<file path="src/design/pfs_cfg.svh">
`ifndef PFS_CFG_SVH
`define PFS_CFG_SVH

// ==========================================================================
// Register map.
`define PFS_ADDR_W 4
`define PFS_OFS_ANALOG_SEL 4'h0
`define PFS_OFS_SERIAL_SEL 4'h2
`define PFS_OFS_STATUS 4'h4

// ==========================================================================
// Reset values and writable masks.
`define PFS_ANALOG_RESET 16'h0000
`define PFS_ANALOG_WMASK 16'h00FF
`define PFS_SERIAL_RESET 16'h0A88
`define PFS_SERIAL_WMASK 16'h0FFF

// ==========================================================================
// Field positions in the serial selection register.
`define PFS_SER_CH0_LSB 0
`define PFS_SER_P1_LSB 2
`define PFS_SER_CH2_LSB 4
`define PFS_SER_P3_LSB 6
`define PFS_SER_P4_LSB 8
`define PFS_SER_P5_LSB 10

// ==========================================================================
// Status register bit positions.
`define PFS_ST_CH0_TX_OWNED 0
`define PFS_ST_CH0_RX_OWNED 1
`define PFS_ST_CH2_TX_OWNED 2
`define PFS_ST_CH2_RX_OWNED 3
`define PFS_ST_ANALOG_CONFLICT 4
`define PFS_ST_RESERVED_CODE 5

`endif

</file>
<file path="src/design/pfs_pkg.sv">
package pfs_pkg;

    // ======================================================================
    // Decoded pin mode, one-hot.
    typedef enum logic [4:0] {
        PFS_PERIPH = 5'b00001,
        PFS_OUTPUT = 5'b00010,
        PFS_IN_PULL = 5'b00100,
        PFS_IN_NOPULL = 5'b01000,
        PFS_RESERVED = 5'b10000
    } pfs_mode_e;

    // Code 01 is general output only where the pin supports it.
    function automatic pfs_mode_e pfs_decode(input logic [1:0] field, input logic out_ok);
        pfs_mode_e m;
        m = PFS_PERIPH;
        unique case (field)
            2'h0: m = PFS_PERIPH;
            2'h1: m = out_ok ? PFS_OUTPUT : PFS_RESERVED;
            2'h2: m = PFS_IN_PULL;
            2'h3: m = PFS_IN_NOPULL;
        endcase
        return m;
    endfunction

endpackage

</file>
<file path="src/design/pfs_serial_chan.sv">
`timescale 1ns/1ns

module pfs_serial_chan
    import pfs_pkg::*;
(
    input wire logic [1:0] mode_field,
    input wire logic transmit_enable,
    input wire logic receive_enable,
    input wire logic ser_txd,
    input wire logic shared_data_bit,
    input wire logic receive_pin_in,
    output logic transmit_pin_out,
    output logic transmit_pin_oe,
    output logic receive_pin_pullup,
    output logic ser_rxd,
    output logic shared_data_read,
    output logic tx_owned,
    output logic rx_owned
);

    pfs_mode_e mode;

    assign mode = pfs_decode(mode_field, 1'b1); // see RULE_10

    // ======================================================================
    // Transmit pin.
    always_comb begin
        tx_owned = transmit_enable; // see RULE_05
        transmit_pin_out = 1'b1;
        transmit_pin_oe = 1'b0;
        if (transmit_enable) begin
            transmit_pin_out = ser_txd; // see RULE_06
            transmit_pin_oe = 1'b1; // see RULE_13
        end else if (mode == PFS_OUTPUT) begin
            transmit_pin_out = shared_data_bit; // see RULE_12
            transmit_pin_oe = 1'b1;
        end
    end

    // ======================================================================
    // Receive pin. The receiver sees idle level when the port owns the pin.
    always_comb begin
        rx_owned = receive_enable; // see RULE_05
        receive_pin_pullup = 1'b0;
        ser_rxd = receive_pin_in;
        shared_data_read = shared_data_bit;
        if (!receive_enable && mode_field[1]) begin
            receive_pin_pullup = (mode == PFS_IN_PULL);
            ser_rxd = 1'b1;
            shared_data_read = receive_pin_in; // see RULE_12
        end
    end

endmodule

</file>
<file path="src/design/pfs_top.sv">
// The plain strobed port and the address map are this design's own decisions.
`timescale 1ns/1ns

`include "pfs_cfg.svh"

// Notes on behaviour
// RULE_01: Analog selection register bits 15:8 read zero; writes there are dropped.
// RULE_02: Analog pin fields: 00 peripheral, 01 reserved, 10 and 11 port input.
// RULE_03: Software confirms analog output is off before choosing port input.
// RULE_04: Serial selection register bits 15:12 read zero; writes there are dropped.
// RULE_05: Serial pin settings act only while that channel's transmit and receive are off; the code gates each pin only by its own enable.
// RULE_06: Transmit enable set gives the transmit pin to the transmitter.
// RULE_07: Receive enable set makes the receive pin a receiver input.
// RULE_08: Bits 11:10: 00 peripheral, 01 reserved, 10 pulled input, 11 input; reset 10.
// RULE_09: Bits 9:8, 7:6, 3:2: peripheral, output, pulled input, input; reset upper bit set.
// RULE_10: Channel two field picks serial, general output, pulled or plain general input.
// RULE_11: Channel zero field works like channel two and resets to serial use.
// RULE_12: One shared data bit per channel: output via transmit pin, input via receive pin.
// RULE_13: In port input mode transmit pin drives if transmit enabled, else floats.
// RULE_14: Reserved bit writes are ignored so those bits always read zero.
module pfs_top
    import pfs_pkg::*;
(
    input wire logic clk,
    input wire logic rst,
    input wire logic [`PFS_ADDR_W-1:0] reg_addr,
    input wire logic [15:0] reg_wdata,
    input wire logic reg_wr,
    input wire logic reg_rd,
    output logic [15:0] reg_rdata,
    input wire logic analog_output_enable,
    input wire logic [3:0] analog_pin_in,
    output logic [3:0] analog_port_in_en,
    output logic [3:0] analog_port_read,
    input wire logic [1:0] transmit_enable,
    input wire logic [1:0] receive_enable,
    input wire logic [1:0] ser_txd,
    output logic [1:0] ser_rxd,
    input wire logic chan0_shared_data_bit,
    output logic chan0_shared_data_read,
    output logic chan0_transmit_pin_out,
    output logic chan0_transmit_pin_oe,
    input wire logic chan0_receive_pin_in,
    output logic chan0_receive_pin_pullup,
    input wire logic chan2_shared_data_bit,
    output logic chan2_shared_data_read,
    output logic chan2_transmit_pin_out,
    output logic chan2_transmit_pin_oe,
    input wire logic chan2_receive_pin_in,
    output logic chan2_receive_pin_pullup,
    input wire logic [3:0] gen_pin_in,
    input wire logic [3:0] gen_periph_out,
    input wire logic [3:0] gen_periph_oe,
    input wire logic [3:0] gen_port_data,
    output logic [3:0] gen_pin_out,
    output logic [3:0] gen_pin_oe,
    output logic [3:0] gen_pin_pullup,
    output logic [3:0] gen_port_read
);

    // ======================================================================
    // Selection registers.
    logic [15:0] analog_sel_r;
    logic [15:0] serial_sel_r;
    logic [15:0] reg_rdata_r;
    logic [15:0] reg_rdata_nxt;
    logic [15:0] status_nxt;

    always_ff @(posedge clk or posedge rst) begin
        if (rst) begin
            analog_sel_r <= `PFS_ANALOG_RESET;
        end else if (reg_wr && reg_addr == `PFS_OFS_ANALOG_SEL) begin
            analog_sel_r <= reg_wdata & `PFS_ANALOG_WMASK; // see RULE_01
        end
    end

    always_ff @(posedge clk or posedge rst) begin
        if (rst) begin
            serial_sel_r <= `PFS_SERIAL_RESET; // see RULE_08
        end else if (reg_wr && reg_addr == `PFS_OFS_SERIAL_SEL) begin
            serial_sel_r <= reg_wdata & `PFS_SERIAL_WMASK; // see RULE_04
        end
    end

    // ======================================================================
    // Read port. Data stand only in the cycle after the strobe; unmapped reads give zero.
    always_comb begin
        reg_rdata_nxt = 16'h0000;
        if (reg_rd) begin
            unique case (reg_addr)
                `PFS_OFS_ANALOG_SEL: reg_rdata_nxt = analog_sel_r & `PFS_ANALOG_WMASK; // see RULE_14
                `PFS_OFS_SERIAL_SEL: reg_rdata_nxt = serial_sel_r & `PFS_SERIAL_WMASK; // see RULE_14
                `PFS_OFS_STATUS: reg_rdata_nxt = status_r;
                default: reg_rdata_nxt = 16'h0000;
            endcase
        end
    end

    always_ff @(posedge clk or posedge rst) begin
        if (rst) begin
            reg_rdata_r <= 16'h0000;
        end else begin
            reg_rdata_r <= reg_rdata_nxt;
        end
    end

    assign reg_rdata = reg_rdata_r;

    // ======================================================================
    // Analog-shared pins. Code 01 keeps the input buffer off, like the peripheral setting,
    // so a forbidden write cannot load the analog output.
    logic [3:0] analog_in_en_nxt;
    logic [3:0] analog_read_nxt;
    logic analog_reserved;
    logic [3:0] analog_in_en_r;
    logic [3:0] analog_read_r;

    always_comb begin
        analog_reserved = 1'b0;
        for (int i = 0; i < 4; i++) begin
            pfs_mode_e m;
            m = pfs_decode(analog_sel_r[2*i +: 2], 1'b0); // see RULE_02
            analog_in_en_nxt[i] = (m == PFS_IN_PULL) || (m == PFS_IN_NOPULL);
            analog_read_nxt[i] = analog_in_en_nxt[i] & analog_pin_in[i];
            if (m == PFS_RESERVED) begin
                analog_reserved = 1'b1;
            end
        end
    end

    always_ff @(posedge clk or posedge rst) begin
        if (rst) begin
            analog_in_en_r <= 4'h0;
            analog_read_r <= 4'h0;
        end else begin
            analog_in_en_r <= analog_in_en_nxt;
            analog_read_r <= analog_read_nxt;
        end
    end

    assign analog_port_in_en = analog_in_en_r;
    assign analog_port_read = analog_read_r;

    // ======================================================================
    // General serial-group pins, index 0..3 for pins 1, 3, 4 and 5.
    // Pin 5 has no output code; its reserved code floats the pin without pull-up.
    logic [1:0] gen_field [4];
    logic [3:0] gen_out_ok;
    logic [3:0] gen_out_nxt;
    logic [3:0] gen_oe_nxt;
    logic [3:0] gen_pull_nxt;
    logic [3:0] gen_read_nxt;
    logic gen_reserved;
    logic [3:0] gen_out_r;
    logic [3:0] gen_oe_r;
    logic [3:0] gen_pull_r;
    logic [3:0] gen_read_r;

    assign gen_field[0] = serial_sel_r[`PFS_SER_P1_LSB +: 2];
    assign gen_field[1] = serial_sel_r[`PFS_SER_P3_LSB +: 2];
    assign gen_field[2] = serial_sel_r[`PFS_SER_P4_LSB +: 2];
    assign gen_field[3] = serial_sel_r[`PFS_SER_P5_LSB +: 2];
    assign gen_out_ok = 4'h7; // see RULE_08

    always_comb begin
        gen_reserved = 1'b0;
        for (int i = 0; i < 4; i++) begin
            pfs_mode_e m;
            m = pfs_decode(gen_field[i], gen_out_ok[i]); // see RULE_09
            gen_out_nxt[i] = 1'b1;
            gen_oe_nxt[i] = 1'b0;
            gen_pull_nxt[i] = 1'b0;
            gen_read_nxt[i] = gen_port_data[i];
            unique case (m)
                PFS_PERIPH: begin
                    gen_out_nxt[i] = gen_periph_out[i];
                    gen_oe_nxt[i] = gen_periph_oe[i];
                end
                PFS_OUTPUT: begin
                    gen_out_nxt[i] = gen_port_data[i];
                    gen_oe_nxt[i] = 1'b1;
                end
                PFS_IN_PULL: begin
                    gen_pull_nxt[i] = 1'b1;
                    gen_read_nxt[i] = gen_pin_in[i];
                end
                PFS_IN_NOPULL: begin
                    gen_read_nxt[i] = gen_pin_in[i];
                end
                PFS_RESERVED: begin
                    gen_reserved = 1'b1;
                end
            endcase
        end
    end

    always_ff @(posedge clk or posedge rst) begin
        if (rst) begin
            gen_out_r <= 4'hF;
            gen_oe_r <= 4'h0;
            gen_pull_r <= 4'h0;
            gen_read_r <= 4'h0;
        end else begin
            gen_out_r <= gen_out_nxt;
            gen_oe_r <= gen_oe_nxt;
            gen_pull_r <= gen_pull_nxt;
            gen_read_r <= gen_read_nxt;
        end
    end

    assign gen_pin_out = gen_out_r;
    assign gen_pin_oe = gen_oe_r;
    assign gen_pin_pullup = gen_pull_r;
    assign gen_port_read = gen_read_r;

    // ======================================================================
    // Serial channels 0 and 2.
    logic [1:0] ch_tx_out;
    logic [1:0] ch_tx_oe;
    logic [1:0] ch_rx_pull;
    logic [1:0] ch_rxd;
    logic [1:0] ch_read;
    logic [1:0] ch_tx_owned;
    logic [1:0] ch_rx_owned;
    logic [1:0] ch_tx_out_r;
    logic [1:0] ch_tx_oe_r;
    logic [1:0] ch_rx_pull_r;
    logic [1:0] ch_rxd_r;
    logic [1:0] ch_read_r;
    logic [15:0] status_r;

    pfs_serial_chan u_chan0 (
        .mode_field(serial_sel_r[`PFS_SER_CH0_LSB +: 2]), // see RULE_11
        .transmit_enable(transmit_enable[0]),
        .receive_enable(receive_enable[0]),
        .ser_txd(ser_txd[0]),
        .shared_data_bit(chan0_shared_data_bit),
        .receive_pin_in(chan0_receive_pin_in),
        .transmit_pin_out(ch_tx_out[0]),
        .transmit_pin_oe(ch_tx_oe[0]),
        .receive_pin_pullup(ch_rx_pull[0]),
        .ser_rxd(ch_rxd[0]),
        .shared_data_read(ch_read[0]),
        .tx_owned(ch_tx_owned[0]),
        .rx_owned(ch_rx_owned[0])
    );

    pfs_serial_chan u_chan2 (
        .mode_field(serial_sel_r[`PFS_SER_CH2_LSB +: 2]), // see RULE_10
        .transmit_enable(transmit_enable[1]),
        .receive_enable(receive_enable[1]),
        .ser_txd(ser_txd[1]),
        .shared_data_bit(chan2_shared_data_bit),
        .receive_pin_in(chan2_receive_pin_in),
        .transmit_pin_out(ch_tx_out[1]),
        .transmit_pin_oe(ch_tx_oe[1]),
        .receive_pin_pullup(ch_rx_pull[1]),
        .ser_rxd(ch_rxd[1]),
        .shared_data_read(ch_read[1]),
        .tx_owned(ch_tx_owned[1]),
        .rx_owned(ch_rx_owned[1])
    );

    // Receive enable takes the pin as receiver input whatever the field says.
    always_ff @(posedge clk or posedge rst) begin
        if (rst) begin
            ch_tx_out_r <= 2'h3;
            ch_tx_oe_r <= 2'h0;
            ch_rx_pull_r <= 2'h0;
            ch_rxd_r <= 2'h3;
            ch_read_r <= 2'h0;
        end else begin
            ch_tx_out_r <= ch_tx_out;
            ch_tx_oe_r <= ch_tx_oe;
            ch_rx_pull_r <= ch_rx_pull & ~receive_enable; // see RULE_07
            ch_rxd_r <= ch_rxd;
            ch_read_r <= ch_read;
        end
    end

    assign chan0_transmit_pin_out = ch_tx_out_r[0];
    assign chan0_transmit_pin_oe = ch_tx_oe_r[0];
    assign chan0_receive_pin_pullup = ch_rx_pull_r[0];
    assign chan0_shared_data_read = ch_read_r[0];
    assign chan2_transmit_pin_out = ch_tx_out_r[1];
    assign chan2_transmit_pin_oe = ch_tx_oe_r[1];
    assign chan2_receive_pin_pullup = ch_rx_pull_r[1];
    assign chan2_shared_data_read = ch_read_r[1];
    assign ser_rxd = ch_rxd_r;

    // ======================================================================
    // Status: live view of pin ownership and of settings software should not make.
    // The analog conflict flag only reports; the block does not police software.
    always_comb begin
        status_nxt = 16'h0000;
        status_nxt[`PFS_ST_CH0_TX_OWNED] = ch_tx_owned[0];
        status_nxt[`PFS_ST_CH0_RX_OWNED] = ch_rx_owned[0];
        status_nxt[`PFS_ST_CH2_TX_OWNED] = ch_tx_owned[1];
        status_nxt[`PFS_ST_CH2_RX_OWNED] = ch_rx_owned[1];
        status_nxt[`PFS_ST_ANALOG_CONFLICT] = analog_output_enable & (|analog_in_en_nxt);
        status_nxt[`PFS_ST_RESERVED_CODE] = analog_reserved | gen_reserved;
    end

    always_ff @(posedge clk or posedge rst) begin
        if (rst) begin
            status_r <= 16'h0000;
        end else begin
            status_r <= status_nxt;
        end
    end

endmodule

</file>
<file path="config.mk">
export PLATFORM = sky130hd
export DESIGN_NAME = pfs_top
export DESIGN_NICKNAME = d
export VERILOG_FILES = /design/src/design/pfs_pkg.sv /design/src/design/pfs_serial_chan.sv /design/src/design/pfs_top.sv
export VERILOG_INCLUDE_DIRS = /design/src /design/src/design
export SDC_FILE = /design/constraint.sdc
export NUM_CORES = 1
export LEC_CHECK = 0
export BUFFER_PORTS_ARGS = -buffer_cell sky130_fd_sc_hd__buf_2
export CAP_MARGIN = 10
export CORE_AREA = 10 10 106 70
export DETAILED_ROUTE_END_ITERATION = 8
export DIE_AREA = 0 0 116 80
export GPL_TIMING_DRIVEN = 0
export PLACE_DENSITY = 0.82
export SYNTH_ARGS = -nofsm -noshare
export SYNTH_HDL_FRONTEND = slang
export SYNTH_SLANG_ARGS = --single-unit
</file>
<file path="constraint.sdc">
create_clock -name clk -period 5.4 [get_ports clk]
set_input_delay 1.08 -clock clk [delete_from_list [all_inputs] [get_ports clk]]
set_output_delay 1.08 -clock clk [all_outputs]
set_load 0.05 [all_outputs]
</file>
# Word level (Yosys, flattened, before mapping)
# Cells that the tools add are included.
[word_totals] output_inout_bits=50 regBits=76 word_cells=167
[op_classes] reduce_logical=26 muxes=50 n_eq_ne=68 n_bitwise=8
[ops] op="$pmux W5 S4" count=10
[ops] op="$eq A5 B3 Y1 const B" count=10
[ops] op="$eq A2 B2 Y1 const B" count=20
[ops] op="$eq A5 B4 Y1 const B" count=8
[ops] op="$eq A5 B5 Y1 const B" count=8
[ops] op="$pmux W12 S3" count=1
[ops] op="$eq A5 B2 Y1 const B" count=6
[ops] op="$mux W1" count=30
[ops] op="$eq A2 B1 Y1 const B" count=10
[ops] op="$eq A5 B1 Y1 const B" count=4
[ops] op="$logic_not A2 Y1" count=10
[ops] op="$mux W16" count=1
[ops] op="$pmux W1 S2" count=8
[ops] op="$reduce_or A2 Y1" count=4
[ops] op="$and A1 B1 Y1" count=5
[ops] op="$eq A4 B2 Y1 const B" count=1
[ops] op="$eq A4 B3 Y1 const B" count=1
[ops] op="$logic_and A1 B1 Y1" count=4
[ops] op="$logic_not A4 Y1" count=1
[ops] op="$logic_or A1 B1 Y1" count=4
[ops] op="$reduce_or A4 Y1" count=1
[ops] op="$and A2 B2 Y2" count=1
[ops] op="$logic_not A1 Y1" count=2
[ops] op="$not A2 Y2" count=1
[ops] op="$or A1 B1 Y1" count=1

# Logic depth before layout (Yosys ltp)
[depth] depth_word=8 depth_mapped=5 mapped_depth_nobuf=3

# Cells and area by module
# From an unflattened synthesis, not the netlist that was laid out.
[unflattened] cells_unflattened=197 area_unflattened_um2=2837.7
[by_module_without_submodules] mod="pfs_top" area_per_inst_um2=2672.6 cells_each=175 seq_area_each_um2=1816.7 instances=1
[by_module_without_submodules] mod="pfs_serial_chan" area_per_inst_um2=82.6 cells_each=11 seq_area_each_um2=0.0 instances=2

# Worst setup path before layout
# Ideal clock, no wire load.
[synth_timing] path_type="input to register" startpoint="input reg_addr[2]" endpoint="register serial_sel_r[0]" t_arrival_ns=1.921 cell_stages=5 setup_slack_ns=3.353 n_path_buf=2 setup_ns=0.125 cell_sequence="buf_6 nor2_4 nand4b_4 buf_6 mux2_4"
[synth_via] elab_chain_cells=2
[synth_lines] item="start: declaration" line_no="pfs_top.sv:26" source="input wire logic [`PFS_ADDR_W-1:0] reg_addr,"
[synth_lines] item="$eq A4 B2 Y1"
[synth_lines] item="$logic_and A1 B1 Y1 (no line)"
[synth_lines] item="end signal: assignment" line_no="pfs_top.sv:79" source="serial_sel_r <= `PFS_SERIAL_RESET;"
[synth_lines] item="end signal: assignment" line_no="pfs_top.sv:81" source="serial_sel_r <= reg_wdata & `PFS_SERIAL_WMASK;"
[synth_lines] item="end: declaration" line_no="pfs_top.sv:64" source="logic [15:0] serial_sel_r;"
# No other way between the ends.
# A chain may end at the register's enable or synchronous reset.

# Worst setup path after layout
[layout_timing] startpoint="register gen_out_r[1], in the netlist gen_pin_out[1]" endpoint="output gen_pin_out[1]"
[layout_rtl] item="start: declaration" line_no="pfs_top.sv:154" source="logic [3:0] gen_out_r;"
[layout_rtl] item="start signal: assignment" line_no="pfs_top.sv:204" source="gen_out_r <= gen_out_nxt;"
[layout_rtl] item="end: declaration" line_no="pfs_top.sv:55" source="output logic [3:0] gen_pin_out,"
# No word-level cell between the ends.

==> out/qor.csv <==
stage;metric;value;unit
worst_setup_path;Setup CP Type;register to output port;
pwr;Pleak;1.862;nW
pwr;Max VDD drop;216.4;uV
synthesis;ranking of synthesized cells by area;dfrtp_1 (54%), dfstp_2 (11%), mux2_2 (7.7%), mux2_4 (5.4%), nor2_1 (2.6%);
place;Final GP Congestion;0.8425;
worst_setup_path;CP startpoint kind;register;
synthesis;Yosys reg bits;72;
layout;share of layout cells above drive strength 1;0.5413;
clocking;Post-CTS Resized;0;
clocking;postcts setup bufs;0;
die;die area;0.009280;mm^2
global_route;first-pass GRT wire length;10290;um
worst_setup_path;Crit Path Max Fanout;1;
worst_setup_path;required time of the critical path;4.32;ns
timing;worst slew pin tran;0.8455;ns
synthesis;ys flop type;dfrtp_1;
global_route;largest net degree at the start of global routing;73;
die;die width;116;um
clocking;clk slew on worst S/H paths;0.07;ns
global_route;number of global-route vias before repair;2026;
place;Cells after DPL;356;
place;IO buf count;95;
die;core box area;0.005465;mm^2
synthesis;Post-synth EDFFs;0;
clocking;Worst-Skew Late Latency;0.35;ns
layout;Multi-input gate area;862.1;um^2
worst_setup_path;R2R cell count;3;
worst_setup_path;reg2reg end;status_r[5]$_DFF_PP0_;
route;drt total wl;6499;um
worst_setup_path;Levels on crit path;1;
place;hpwl dp;4919;um
timing;Fin. Hold Viols;0;
clocking;CTS tree;yes;
hold_path;hold depth;1;
synthesis;share of the synthesized area in the top cell type;0.5430;
synthesis;YS warnings;0;
route;antenna violation net count after detailed routing;0;
timing;Slew HR;0.4363;
global_route;total grt overflow;0;
timing;Max Slew Vio Count;0;
timing;clk_skew;0.007312;ns
timing;setup violators final;0;
route;WL per Instance;17.47;um
worst_setup_path;Critical Path, Cell by Cell;buf_2;
layout;fillers;438;
layout;Post-Layout Cell Count;372;
hold_path;Worst Hold Launch;serial_sel_r[4]$_DFFE_PP0P_;
global_route;Total GRT Usage;0.1460;
synthesis;mapped cell area;0.002765;mm^2
worst_setup_path;Critical Path End Type;output port;
timing;fin crit period;2.204;ns
synthesis;Gate Count Post-Synth;189;
worst_setup_path;r2r setup slk;4.21;ns
layout;register area;0.001817;mm^2
timing;RSZ-0062 raised after global routing;false;
worst_setup_path;R2R Path Start;serial_sel_r[11]$_DFFE_PP1P_;
clocking;cts hold-fix bufs;0;
layout;diodes inserted;0;
hold_path;hold endpoint;ch_rx_pull_r[1]$_DFF_PP0_;
timing;final cycle utilization of the critical path;0.4081;
route;drt pass-1 iters;4;
synthesis;area leader, netlist;dfrtp_1;
place;Post-Place Setup Slack;3.216;ns
layout;fin nets;353;
global_route;initial antenna violation count;1;
route;Via density;4.925;
route;# DRC;0;
run_status;status;finished, final reports clean;
route;drt first-iter violations;103;
flow_run;max-cap violations;0;
pwr;power density over the cells;443.7;mW/mm^2
worst_setup_path;Slowest-stage cell, CP;dfstp_2;
die;num ports;105;
synthesis;synth cell count leaders;dfrtp_1 (60), mux2_2 (19), nor2_1 (19), dfstp_2 (12), mux2_4 (10);
clocking;H-tree depth;3;
die;FP Rows;21;
synthesis;ys async rst share;1.000;
timing;setup TNS;0;ns
route;vias;1832;
die;Initial Util;0.5060;
layout;fin util;0.6561;
clocking;Longest Clk Path Bufs;2;
clocking;Root Buffer Master;clkbuf_8;
synthesis;most frequent cell after synthesis;dfrtp_1;
worst_setup_path;Slowest Stage Delay on Critical Path;0.52;ns
worst_setup_path;Crit path arrival time;1.12;ns
hold_path;Hold Crit Class;register to register;
clocking;CTS buffer count;9;
timing;worst setup margin;3.196;ns
die;die height;80;um
synthesis;Distinct cells, synth;33;
layout;Syn-to-layout area delta;29.68;%
clocking;clk sink count;72;
worst_setup_path;CP top delay family;flip-flops;
synthesis;Seq/Total Area, Yosys;0.6570;
timing;fmax;0.4538;GHz
worst_setup_path;CP bufs+invs;1;
synthesis;Synth Area per Inst;14.63;um^2
==> stage by stage <==
stage | hold slack [ns] | cell area (um^2) | total power, mW
floorplan | 0.4475 | 2776 | 0.9799
global placement | 0.4927 | 3338 | 1.079
detailed placement | 0.5079 | 3341 | 1.090
CTS | 0.5169 | 3586 | 1.607
global route | 0.5498 | 3586 | 1.662
finish | 0.5138 | 3586 | 1.591
==> where the power goes <==
group	internal [mW]	switching (mW)	leakage [nW]
Sequential	0.636	0.0650	0.881
Combinational	0.124	0.252	0.858
Clock	0.320	0.194	0.124
==> layer usage <==
layer | global-route usage | routed length [um] | vias up
li1 | - | - | 858
met1 | 0.1725 | 2741 | 886
met2 | 0.2139 | 2867 | 84
met3 | 0.08859 | 858 | 4
met4 | 0.05224 | 31 | 0
met5 | 0 | 0 | -
==> cell families (layout without fill, tap and decap cells) <==
family / Yosys count / after routing / synth area share
compound gates: 16 / 16 / 0.05023
other cells: 1 / 4 / 0.001356
flops: 72 / 72 / 0.6570
buf+inv: 18 / 129 / 0.03529
mux: 31 / 31 / 0.1389
simple gates: 51 / 51 / 0.1172
==> how the worst max path moves through the flow <==
stage	from	end
floorplan	rst	analog_port_in_en[0]$_DFF_PP0_
detailed placement	reg_addr[0]	reg_rdata[1]$_DFF_PP0_
CTS	ch_tx_out_r[1]$_DFF_PP1_	chan2_transmit_pin_out
global placement	rst	ch_read_r[0]$_DFF_PP0_
global route	ch_tx_out_r[1]$_DFF_PP1_	chan2_transmit_pin_out
finish	gen_pin_out[1]$_DFF_PP1_	gen_pin_out[1]
==> cells in the final DEF, fill, tap and decap left out, drive strengths merged, types with 2 or more instances in the layout <==
cell type,count
dfrtp,60
a21o,2
mux2,29
nand3,2
a211o,3
buf,101
nor2b,7
conb,4
inv,8
and3,4
a222oi,4
nor2,20
bufinv,3
and2,4
mux2i,2
dfstp,12
nand2b,4
nand2,3
clkbuf,15
a22oi,5
clkinv,2
==> worst register-to-register path, delay by kind of cell, from the launching register on <==
kind,cells,cell delay [ns]
DFF,1,0.58
buffers and inverters,1,0.07
AOI/OAI and AO/OA,2,0.42
==> sequential cells by signal (all words and copies together) (netlist names) <==
name               cells
gen_pin_pullup         4
status_r               6
ch_tx_out_r            2
reg_rdata             12
ch_read_r              2
analog_port_in_en      4
serial_sel_r          12
gen_pin_out            4
ch_rx_pull_r           2
gen_port_read          4
analog_sel_r           8
gen_pin_oe             4
ch_tx_oe_r             2
analog_port_read       4
ser_rxd                2
==> layout make-up <==
cell class,instances,area share
Clock buffer,11,0.03943
Buffer,10,0.01884
Multi-Input combinational cell,102,0.2404
Inverter,8,0.009072
Tap cell,69,0.02408
Clock inverter,5,0.02896
Timing Repair Buffer,95,0.1326
Sequential cell,72,0.5066
Note: power is estimated with default switching activity, not from simulation.
